===== config.mk =====
export PLATFORM = sky130hd
export DESIGN_NAME = aoc_top
export DESIGN_NICKNAME = d
export VERILOG_FILES = /design/src/core/aoc_pkg.sv /design/src/core/aoc_top.sv
export VERILOG_INCLUDE_DIRS = /design/src /design/src/core
export SDC_FILE = /design/constraint.sdc
export NUM_CORES = 2
export LEC_CHECK = 0
export ABC_AREA = 1
export CORE_MARGIN = 8
export CORE_UTILIZATION = 35
export DETAILED_ROUTE_END_ITERATION = 16
export DONT_BUFFER_PORTS = 1
export GPL_TIMING_DRIVEN = 0
export SLEW_MARGIN = 40
export SYNTH_ARGS = -nofsm -noshare
export SYNTH_HDL_FRONTEND = slang
export SYNTH_SLANG_ARGS = --single-unit

===== constraint.sdc =====
create_clock -name ref_clk -period 30.1 [get_ports ref_clk]
set_clock_uncertainty 0.15 [all_clocks]
set_input_delay 4.515 -clock ref_clk [delete_from_list [all_inputs] [get_ports ref_clk]]
set_output_delay 4.515 -clock ref_clk [all_outputs]
set_load 0.05 [all_outputs]

===== src/core/aoc_cfg.svh =====
// constants of the alarm and output conditioning block
`ifndef AOC_CFG_SVH
`define AOC_CFG_SVH
`define AOC_SEC_NS     1000000000
`define AOC_CLK_NS     5
`define AOC_A_FILT     6'h00
`define AOC_A_DISP     6'h04
`define AOC_A_MODE     6'h08
`define AOC_A_MANV     6'h0C
`define AOC_A_MLIM     6'h10
`define AOC_A_CMD      6'h14
`define AOC_A_STAT     6'h18
`define AOC_A_PV       6'h1C
`define AOC_A_ALM0     6'h20
`define AOC_FILT_MAX   32'd9999
`define AOC_AVG_MAX    32'd5
`define AOC_RET_MAX    32'd99
`define AOC_BRT_MIN    32'd1
`define AOC_BRT_MAX    32'd3
`define AOC_PRT_MIN    32'd1
`define AOC_PRT_MAX    32'd30
`define AOC_PRT_RST    5'd3
`define AOC_BRT_RST    2'd3
`define AOC_DLY_MAX    32'd999
`define AOC_STD_LO     16'shFFCE
`define AOC_HC_LO      16'shFBE6
`define AOC_MV_HI      16'sh041A
`define AOC_TYPE_LBA   4'hC
`define AOC_TYPE_13    4'hD
`define AOC_CJ_LO      5'd5
`define AOC_CJ_HI      5'd24
`endif


===== src/core/aoc_pkg.sv =====
// types of the alarm and output conditioning block
package aoc_pkg;
  typedef enum logic [3:0] {
    LVL_OPER, LVL_ADJ, LVL_PROG, LVL_PID, LVL_MON,
    LVL_PROT, LVL_INIT, LVL_COMM, LVL_ADV, LVL_CAL
  } aoc_level_t;
  typedef struct packed {
    logic       open_in_alarm;
    logic       latch_en;
    logic [3:0] alm_type;
    logic [9:0] off_dly;
    logic [9:0] on_dly;
  } aoc_alm_cfg_t;
  typedef struct packed {
    logic        init_method;
    logic        limit_en;
    logic        robust_tune;
    logic        cj_internal;
    logic        hs_en;
    logic        unit_fine;
  } aoc_mode_t;
endpackage : aoc_pkg


===== src/core/aoc_top.sv =====
// alarm and output conditioning with AXI4-Lite setting registers
`timescale 1ns/1ps
`default_nettype none
`include "aoc_cfg.svh"
module aoc_top import aoc_pkg::*; #(
  parameter int unsigned TICK_CYC = `AOC_SEC_NS / `AOC_CLK_NS,
  parameter int          NALM     = 4,
  parameter int          AVG_D    = 32
) (
  // clock and reset
  input  wire logic              ref_clk,
  input  wire logic              sys_rst,
  // axi4-lite slave
  input  wire logic [5:0]        s_axi_awaddr,
  input  wire logic              s_axi_awvalid,
  output logic                   s_axi_awready,
  input  wire logic [31:0]       s_axi_wdata,
  input  wire logic [3:0]        s_axi_wstrb,
  input  wire logic              s_axi_wvalid,
  output logic                   s_axi_wready,
  output logic [1:0]             s_axi_bresp,
  output logic                   s_axi_bvalid,
  input  wire logic              s_axi_bready,
  input  wire logic [5:0]        s_axi_araddr,
  input  wire logic              s_axi_arvalid,
  output logic                   s_axi_arready,
  output logic [31:0]            s_axi_rdata,
  output logic [1:0]             s_axi_rresp,
  output logic                   s_axi_rvalid,
  input  wire logic              s_axi_rready,
  // process value
  input  wire logic signed [15:0] pv_in,
  input  wire logic              pv_valid,
  output logic signed [15:0]     pv_out,
  output logic                   pv_out_valid,
  // alarms
  input  wire logic [NALM-1:0]   raw_alarm,
  input  wire logic              fkey_cancel,
  input  wire logic              event_cancel,
  output logic [NALM-1:0]        alarm_out,
  output logic [NALM-1:0]        aux_out,
  output logic [NALM-1:0]        aux_ind,
  input  wire logic              hs_raw,
  output logic                   hs_alarm,
  // operator and display
  input  wire aoc_level_t        level,
  input  wire logic              key_active,
  input  wire logic              protect_key,
  output logic                   disp_return,
  output logic                   protect_enter,
  output logic [1:0]             display_brightness_level,
  // control support
  input  wire logic              manual_req,
  input  wire logic              heat_cool,
  input  wire logic signed [15:0] auto_mv,
  output logic signed [15:0]     manual_mv,
  input  wire logic [4:0]        input_type,
  output logic                   cj_internal_on,
  output logic                   id_unit_fine
);

  ////////////////////////////////////////////////////////////////
  // helpers
  function automatic logic [31:0] sat(input logic [31:0] v, input logic [31:0] lo,
                                      input logic [31:0] hi);
    sat = (v < lo) ? lo : ((v > hi) ? hi : v);
  endfunction : sat

  function automatic logic signed [15:0] clampv(input logic signed [15:0] v,
      input logic signed [15:0] lo, input logic signed [15:0] hi);
    clampv = (v < lo) ? lo : ((v > hi) ? hi : v);
  endfunction : clampv

  ////////////////////////////////////////////////////////////////
  // registers
  logic [13:0]       filt_tc_r;
  logic [2:0]        average_count_select_r;
  logic [6:0]        ret_time_r;
  logic [4:0]        protect_entry_hold_time_r;
  aoc_mode_t         mode_r;
  logic signed [15:0] manual_start_value_r;
  logic signed [15:0] mv_lo_r;
  logic signed [15:0] mv_hi_r;
  aoc_alm_cfg_t      acfg_r [NALM];
  logic              aw_hold_r;
  logic              w_hold_r;
  logic [5:0]        awaddr_r;
  logic [31:0]       wdata_r;
  logic              wr_go;
  logic              latch_cancel_function;
  logic              robust_prev_r;
  logic              cfg_lvl;
  logic [NALM-1:0]   latched_r;

  assign s_axi_awready = !aw_hold_r && !s_axi_bvalid;
  assign s_axi_wready  = !w_hold_r && !s_axi_bvalid;
  assign wr_go         = aw_hold_r && w_hold_r && !s_axi_bvalid;
  assign cfg_lvl       = level inside {LVL_INIT, LVL_COMM, LVL_ADV, LVL_CAL};

  always_ff @(posedge ref_clk or posedge sys_rst) begin
    if (sys_rst) begin
      aw_hold_r <= 1'b0;
      w_hold_r  <= 1'b0;
      awaddr_r  <= 6'h00;
      wdata_r   <= 32'h0000_0000;
    end else begin
      if (s_axi_awvalid && s_axi_awready) begin
        aw_hold_r <= 1'b1;
        awaddr_r  <= s_axi_awaddr;
      end else if (wr_go) begin
        aw_hold_r <= 1'b0;
      end
      if (s_axi_wvalid && s_axi_wready) begin
        w_hold_r <= 1'b1;
        wdata_r  <= s_axi_wdata;
      end else if (wr_go) begin
        w_hold_r <= 1'b0;
      end
    end
  end

  always_ff @(posedge ref_clk or posedge sys_rst) begin
    if (sys_rst) begin
      s_axi_bvalid <= 1'b0;
      s_axi_bresp  <= 2'b00;
    end else if (wr_go) begin
      s_axi_bvalid <= 1'b1;
      s_axi_bresp  <= (awaddr_r[5:2] <= 4'hB) ? 2'b00 : 2'b10;
    end else if (s_axi_bready) begin
      s_axi_bvalid <= 1'b0;
    end
  end

  assign latch_cancel_function = fkey_cancel || event_cancel ||
                                 (wr_go && awaddr_r == `AOC_A_CMD && wdata_r[0]);

  // setting writes, saturated into their documented ranges, except the mode and MV limit words, which are written as given
  always_ff @(posedge ref_clk or posedge sys_rst) begin
    if (sys_rst) begin
      filt_tc_r                 <= 14'h0000;
      average_count_select_r    <= 3'h0;
      ret_time_r                <= 7'h00;
      display_brightness_level  <= `AOC_BRT_RST;
      protect_entry_hold_time_r <= `AOC_PRT_RST;
      mode_r                    <= '{init_method: 1'b0, limit_en: 1'b0, robust_tune: 1'b0,
                                     cj_internal: 1'b1, hs_en: 1'b1, unit_fine: 1'b0};
      manual_start_value_r      <= 16'sh0000;
      mv_lo_r                   <= `AOC_STD_LO;
      mv_hi_r                   <= `AOC_MV_HI;
      robust_prev_r             <= 1'b0;
      for (int i = 0; i < NALM; i++) acfg_r[i] <= '0;
    end else begin
      robust_prev_r <= mode_r.robust_tune;
      if (wr_go) begin
        if (awaddr_r == `AOC_A_FILT) begin
          filt_tc_r <= 14'(sat(32'(wdata_r[13:0]), 32'd0, `AOC_FILT_MAX));
          average_count_select_r <= 3'(sat(32'(wdata_r[18:16]), 32'd0, `AOC_AVG_MAX));
        end else if (awaddr_r == `AOC_A_DISP) begin
          ret_time_r <= 7'(sat(32'(wdata_r[6:0]), 32'd0, `AOC_RET_MAX));
          display_brightness_level <= 2'(sat(32'(wdata_r[9:8]), `AOC_BRT_MIN,
                                             `AOC_BRT_MAX));
          protect_entry_hold_time_r <= 5'(sat(32'(wdata_r[20:16]), `AOC_PRT_MIN,
                                              `AOC_PRT_MAX));
        end else if (awaddr_r == `AOC_A_MODE) begin
          mode_r <= aoc_mode_t'(wdata_r[5:0]);
        end else if (awaddr_r == `AOC_A_MANV) begin
          manual_start_value_r <= clampv(wdata_r[15:0], heat_cool ? `AOC_HC_LO : `AOC_STD_LO,
                                         `AOC_MV_HI);
        end else if (awaddr_r == `AOC_A_MLIM) begin
          mv_lo_r <= wdata_r[15:0];
          mv_hi_r <= wdata_r[31:16];
        end else if (awaddr_r[5:4] == 2'b10) begin
          acfg_r[awaddr_r[3:2]] <= '{open_in_alarm: wdata_r[25], latch_en: wdata_r[24],
              alm_type: wdata_r[23:20],
              off_dly: 10'(sat(32'(wdata_r[19:10]), 32'd0, `AOC_DLY_MAX)),
              on_dly: 10'(sat(32'(wdata_r[9:0]), 32'd0, `AOC_DLY_MAX))};
        end
      end
      // hardware set of the fine unit wins over a same-cycle write
      if (mode_r.robust_tune && !robust_prev_r) mode_r.unit_fine <= 1'b1;
    end
  end

  // read channel, answer one cycle after the address is taken
  assign s_axi_arready = !s_axi_rvalid;
  always_ff @(posedge ref_clk or posedge sys_rst) begin
    if (sys_rst) begin
      s_axi_rvalid <= 1'b0;
      s_axi_rdata  <= 32'h0000_0000;
      s_axi_rresp  <= 2'b00;
    end else if (s_axi_arvalid && s_axi_arready) begin
      s_axi_rvalid <= 1'b1;
      s_axi_rresp  <= 2'b00;
      if (s_axi_araddr == `AOC_A_FILT)
        s_axi_rdata <= {13'h0, average_count_select_r, 2'h0, filt_tc_r};
      else if (s_axi_araddr == `AOC_A_DISP)
        s_axi_rdata <= {11'h0, protect_entry_hold_time_r, 6'h0, display_brightness_level,
                        1'b0, ret_time_r};
      else if (s_axi_araddr == `AOC_A_MODE)
        s_axi_rdata <= {26'h0, mode_r};
      else if (s_axi_araddr == `AOC_A_MANV)
        s_axi_rdata <= {manual_mv, manual_start_value_r};
      else if (s_axi_araddr == `AOC_A_MLIM)
        s_axi_rdata <= {mv_hi_r, mv_lo_r};
      else if (s_axi_araddr == `AOC_A_CMD)
        s_axi_rdata <= 32'h0000_0000;
      else if (s_axi_araddr == `AOC_A_STAT)
        s_axi_rdata <= {18'h0, hs_alarm, cj_internal_on, latched_r, aux_out, alarm_out};
      else if (s_axi_araddr == `AOC_A_PV)
        s_axi_rdata <= {16'h0, pv_out};
      else if (s_axi_araddr[5:4] == 2'b10)
        s_axi_rdata <= {6'h0, acfg_r[s_axi_araddr[3:2]]};
      else begin
        s_axi_rdata <= 32'h0000_0000;
        s_axi_rresp <= 2'b10;
      end
    end else if (s_axi_rready) begin
      s_axi_rvalid <= 1'b0;
    end
  end

  ////////////////////////////////////////////////////////////////
  // seconds timebase
  logic [31:0] tick_cnt_r;
  logic        sec_tick;
  assign sec_tick = (tick_cnt_r == TICK_CYC - 1);
  always_ff @(posedge ref_clk or posedge sys_rst) begin
    if (sys_rst) tick_cnt_r <= 32'h0;
    else tick_cnt_r <= sec_tick ? 32'h0 : tick_cnt_r + 32'h1;
  end

  ////////////////////////////////////////////////////////////////
  // input smoothing: first-order filter then moving average
  logic signed [15:0] filt_r;
  logic signed [16:0] fdiff;
  logic [3:0]         fshift;
  logic               s1_v_r;
  logic signed [15:0] avg_buf [AVG_D];
  logic signed [20:0] avg_sum;
  assign fdiff  = 17'(pv_in) - 17'(filt_r);
  assign fshift = 4'($clog2(32'(filt_tc_r) + 32'd1));
  always_comb begin
    avg_sum = '0;
    for (int i = 0; i < AVG_D; i++)
      if (i < (1 << average_count_select_r)) avg_sum = avg_sum + 21'(avg_buf[i]);
  end
  always_ff @(posedge ref_clk or posedge sys_rst) begin
    if (sys_rst) begin
      filt_r <= 16'sh0000;
      s1_v_r <= 1'b0;
    end else begin
      s1_v_r <= pv_valid;
      if (pv_valid)
        filt_r <= (filt_tc_r == 14'h0) ? pv_in :
                  16'(filt_r + 16'(fdiff >>> fshift));
    end
  end
  always_ff @(posedge ref_clk or posedge sys_rst) begin
    if (sys_rst) begin
      for (int i = 0; i < AVG_D; i++) avg_buf[i] <= 16'sh0000;
    end else if (s1_v_r) begin
      avg_buf[0] <= filt_r;
      for (int i = 1; i < AVG_D; i++) avg_buf[i] <= avg_buf[i-1];
    end
  end
  always_ff @(posedge ref_clk or posedge sys_rst) begin
    if (sys_rst) begin
      pv_out       <= 16'sh0000;
      pv_out_valid <= 1'b0;
    end else begin
      pv_out_valid <= s1_v_r;
      if (s1_v_r)
        pv_out <= (average_count_select_r == 3'h0) ? filt_r :
                  16'((avg_sum + 21'(filt_r) - 21'(avg_buf[(1 << average_count_select_r) - 1]))
                      >>> average_count_select_r);
    end
  end

  ////////////////////////////////////////////////////////////////
  // alarm delays, latch and auxiliary polarity
  logic [NALM-1:0] dly_out_r;
  logic [9:0]      dcnt_r [NALM];
  logic [NALM-1:0] raw_q_r;
  always_ff @(posedge ref_clk or posedge sys_rst) begin
    if (sys_rst) begin
      dly_out_r <= '0;
      raw_q_r   <= '0;
      for (int i = 0; i < NALM; i++) dcnt_r[i] <= 10'h0;
    end else begin
      raw_q_r <= raw_alarm;
      for (int i = 0; i < NALM; i++) begin
        if (raw_alarm[i] != raw_q_r[i]) begin
          dcnt_r[i] <= 10'h0;
        end else if (raw_alarm[i] == dly_out_r[i]) begin
          dcnt_r[i] <= 10'h0;
        end else if (acfg_r[i].alm_type == 4'h0 || acfg_r[i].alm_type == `AOC_TYPE_LBA ||
                     acfg_r[i].alm_type == `AOC_TYPE_13) begin
          dly_out_r[i] <= raw_alarm[i];
        end else if (dcnt_r[i] >= (raw_alarm[i] ? acfg_r[i].on_dly : acfg_r[i].off_dly)) begin
          dly_out_r[i] <= raw_alarm[i];
          dcnt_r[i]    <= 10'h0;
        end else if (sec_tick) begin
          dcnt_r[i] <= dcnt_r[i] + 10'h1;
        end
      end
    end
  end

  always_ff @(posedge ref_clk or posedge sys_rst) begin
    if (sys_rst) begin
      latched_r <= '0;
    end else begin
      for (int i = 0; i < NALM; i++) begin
        if (dly_out_r[i] && !cfg_lvl && acfg_r[i].latch_en && acfg_r[i].alm_type != 4'h0 &&
            (i == 0 || acfg_r[i].alm_type != `AOC_TYPE_LBA))
          latched_r[i] <= 1'b1;
        else if (latch_cancel_function || cfg_lvl)
          latched_r[i] <= 1'b0;
      end
    end
  end

  always_comb begin
    for (int i = 0; i < NALM; i++) begin
      alarm_out[i] = (dly_out_r[i] || latched_r[i]) && !cfg_lvl;
      aux_out[i]   = alarm_out[i] ^ acfg_r[i].open_in_alarm;
      aux_ind[i]   = alarm_out[i];
    end
  end
  assign hs_alarm = hs_raw && mode_r.hs_en;

  ////////////////////////////////////////////////////////////////
  // display return and protect entry
  logic [6:0] idle_r;
  logic [4:0] hold_r;
  always_ff @(posedge ref_clk or posedge sys_rst) begin
    if (sys_rst) begin
      idle_r      <= 7'h00;
      disp_return <= 1'b0;
    end else begin
      disp_return <= 1'b0;
      if (key_active || !(level inside {LVL_OPER, LVL_ADJ, LVL_PROG, LVL_PID, LVL_MON})) begin
        idle_r <= 7'h00;
      end else if (ret_time_r != 7'h00 && idle_r >= ret_time_r) begin
        disp_return <= 1'b1;
        idle_r      <= 7'h00;
      end else if (sec_tick && ret_time_r != 7'h00) begin
        idle_r <= idle_r + 7'h1;
      end
    end
  end
  always_ff @(posedge ref_clk or posedge sys_rst) begin
    if (sys_rst) begin
      hold_r        <= 5'h00;
      protect_enter <= 1'b0;
    end else begin
      protect_enter <= 1'b0;
      if (!protect_key) begin
        hold_r <= 5'h00;
      end else if (hold_r >= protect_entry_hold_time_r) begin
        if (hold_r != 5'h1F) protect_enter <= 1'b1;
        hold_r <= 5'h1F;
      end else if (sec_tick) begin
        hold_r <= hold_r + 5'h1;
      end
    end
  end

  ////////////////////////////////////////////////////////////////
  // manual start value and cold junction
  always_ff @(posedge ref_clk or posedge sys_rst) begin
    if (sys_rst) manual_mv <= 16'sh0000;
    else if (manual_req)
      manual_mv <= !mode_r.init_method ? auto_mv :
                   (mode_r.limit_en ? clampv(manual_start_value_r, mv_lo_r, mv_hi_r) :
                    manual_start_value_r);
  end
  assign cj_internal_on = mode_r.cj_internal && input_type >= `AOC_CJ_LO &&
                          input_type <= `AOC_CJ_HI;
  assign id_unit_fine   = mode_r.unit_fine;
endmodule : aoc_top
`default_nettype wire


==> flow_metrics.tcl <==
set metrics [dict create \
    cts_sinks 926 \
    grt_max_degree 27 \
    required_ps 30710 \
    vias_per_cell 5.41 \
    rrSetupSlack_ps -2150 \
    hold_path_depth 1 \
    hp-start "tick_cnt_r[0]" \
    cp_data_arrival_time_ps 32860 \
    gp_congestion 0.967 \
    path_max_fanout 5 \
    grt_use_total_pct 24.8 \
    syn_inst 11000 \
    antenna_found_initial 10 \
    path_clk_slew_ps 60 \
    final_cells 14800 \
    r2r_cells 185 \
    violations "setup timing" \
    grtUsageMet2_pct 40.5 \
    numPortBuffers 0 \
    startpoint "avg_buf[496]" \
    worstReg2RegStart "avg_buf[496]" \
    drtIter0Drc 6893 \
    final_cell_mix "nand2_1, inv_1, o21ai_0" \
    hold_buffers 0 \
    clock.fmax_mhz 31.0 \
    cap_violations 0 \
    tritoncts "built" \
    use_met3_pct 4.36 \
    design.die.area_sq_um 237000 \
    clockBufferDepth 3 \
    min_path_type "flop to flop" \
    cts_buffers 115 \
    mostFrequentLayoutCell "nand2_1" \
    tightest_slew_ps 994 \
    pin_count 201 \
    finalWorstSetupSlack_ps -2150 \
    grt.met1_usage_pct 31.6 \
    crit_path_frequent_cell "buf_4" \
    worst_setup_path_end_kind "flop" \
    syn_to_final_growth_pct 23.3 \
    cts_htree_levels 3 \
    yosys_warnings 0 \
    core_sq_um 221000 \
    critPathKind "flop to flop" \
    fillCellCount 22400 \
    whs_ps 311 \
    min_to "tick_cnt_r[0]" \
    drtPass1Iterations 8 \
    synthArstFlopShare_pct 100 \
    cp_slowest_cell "fa_2" \
    die_x_um 487 \
    cp_slowest_stage_delay_ps 550 \
    grt_pass1_wl_mm 461 \
    first_global_vias 76900 \
    dp.cells 14000 \
    drive_gt1_share_pct 16.9 \
    ant_nets 0 \
    synth_area_sq_um 77700 \
    routed_wl_mm 311 \
    period_needed_ps 32250 \
    gr-total-overflow 0 \
    r2r_end "pv_out[14]" \
    hold_viol 0 \
    status "finished, violations left" \
    drc 0 \
    start_util_pct 35.1 \
    rows 173 \
    rsz0062_at_grt "true" \
    maxSlewHeadroom_pct 33.8 \
    global_route.peak_usage_layer "met2" \
    synth_top_flop_cell "dfrtp_1" \
    syn_avg_cell_area_sq_um 7.08 \
    dp.final_hpwl_mm 236 \
    ys_ff_latch 926 \
    synth_cell_type_count 76 \
    die_y_um 487 \
    insertion_delay_ps 820 \
    setup_viol 13 \
    cts-root-buf "clkbuf_16" \
    synth_edf_count 0 \
    yosysSeqAreaShare_pct 29.9 \
    report.final.slew_viol_count 0 \
    nets 12600 \
    cp-start-kind "flop" \
    vias 80000 \
    finalCritPeriodShare_pct 107 \
    post_drt_wl_per_cell_um 21.0 \
]
timing repair:
| action | CTS | global route |
|---|---|---|
| pin swaps | 610 | 491 |
| buffers inserted | 398 | 149 |
| endpoints found under the setup margin | 16 | 16 |
| gates resized for setup | 674 | 497 |
worst max path at each step:
stage                 endpoint  slack (ps)  cells after the start
finish              pv_out[14]       -2150                    185
global route        pv_out[15]       -3620                    203
CTS                 pv_out[13]       -1750                    200
detailed placement  pv_out[13]       -5790                    189
global placement    pv_out[13]       -6540                    188
floorplan           pv_out[13]         -90                    187
cells in the mapped netlist, types with 68 or more instances:
cell type  instances  area share, %
nand2_1         2241             11
inv_1           1456            7.0
a21oi_1         1338            8.6
o21ai_0         1252            8.1
dfrtp_1          903             29
nor2_1           797            3.8
ha_1             777             13
clkbuf_1         305            1.5
nand3_1          292            1.9
xor2_1           270            3.0
or2_2            149            1.2
xnor2_1          113            1.3
nor3_1            97           0.62
a31oi_1           87           0.70
o22ai_1           79           0.64
o21bai_1          77           0.74
nand4_1           68           0.55
sequential cells by signal, summed over array words and instances, names as in the netlist, 16 cells and up:
signal                cells
mv_lo_r                  16
tick_cnt_r               32
s_axi_rdata              32
avg_buf                 512
wdata_r                  32
filt_r                   16
manual_mv                16
pv_out                   16
dcnt_r                   40
mv_hi_r                  16
acfg_r                  104
manual_start_value_r     16
worst max-delay path, delay by kind of cell (launching register included):
kind,cells,cell delay (ps)
simple gates,48,6840
flops,1,350
compound gates,54,7900
xor+xnor,8,1140
buf+inv,44,4560
fa+ha+maj,31,11180
metrics by stage:
stage | setup TNS [ps] | utilization, % | instance area [sq um] | setup slack (ps)
global route | -35660 | 43.3 | 95800 | -3620
floorplan | -177 | - | 77800 | -93.3
detailed placement | -62960 | 37.5 | 82900 | -5790
CTS | -11310 | 41.8 | 92500 | -1750
finish | -15170 | 43.3 | 95800 | -2150
global placement | -77070 | 36.8 | 81500 | -6540
per-layer routing:
layer,part of all wire [%],wire length (um)
met2,45,141000
met5,0.015,48
met1,41,129000
met4,6.0,18700
met3,7.3,22700
logic make-up (layout without fill, tap and decap cells):
kind of cell | Yosys count | in the layout | share of synthesized area [%]
DFF | 926 | 926 | 29.9
AOI/OAI and AO/OA | 3184 | 3184 | 22.2
muxes | 40 | 40 | 0.533
other | 1 | 12 | 0.00482
adders and majority gates | 830 | 830 | 13.9
buffers and inverters | 1842 | 2654 | 8.99
and+or+nand+nor | 3775 | 3775 | 20.1
xor gates and xnor gates | 385 | 385 | 4.37
area by class of cell:
type | count | area, sq um | share of cell area (%)
clock buffer | 160 | 3300 | 3.44
antenna | 10 | 25.0 | 0.0261
inverter | 1478 | 5560 | 5.81
buffer | 364 | 1540 | 1.60
timing repair buffer | 603 | 5410 | 5.64
tap | 2975 | 3720 | 3.88
clock inverter | 49 | 763 | 0.797
sequential | 926 | 23200 | 24.2
multi-input combinational | 8216 | 52300 | 54.6
Power is left out: the tool's default activity adds up to more than one toggle a clock period on the data nets, which glitch-free logic cannot reach.
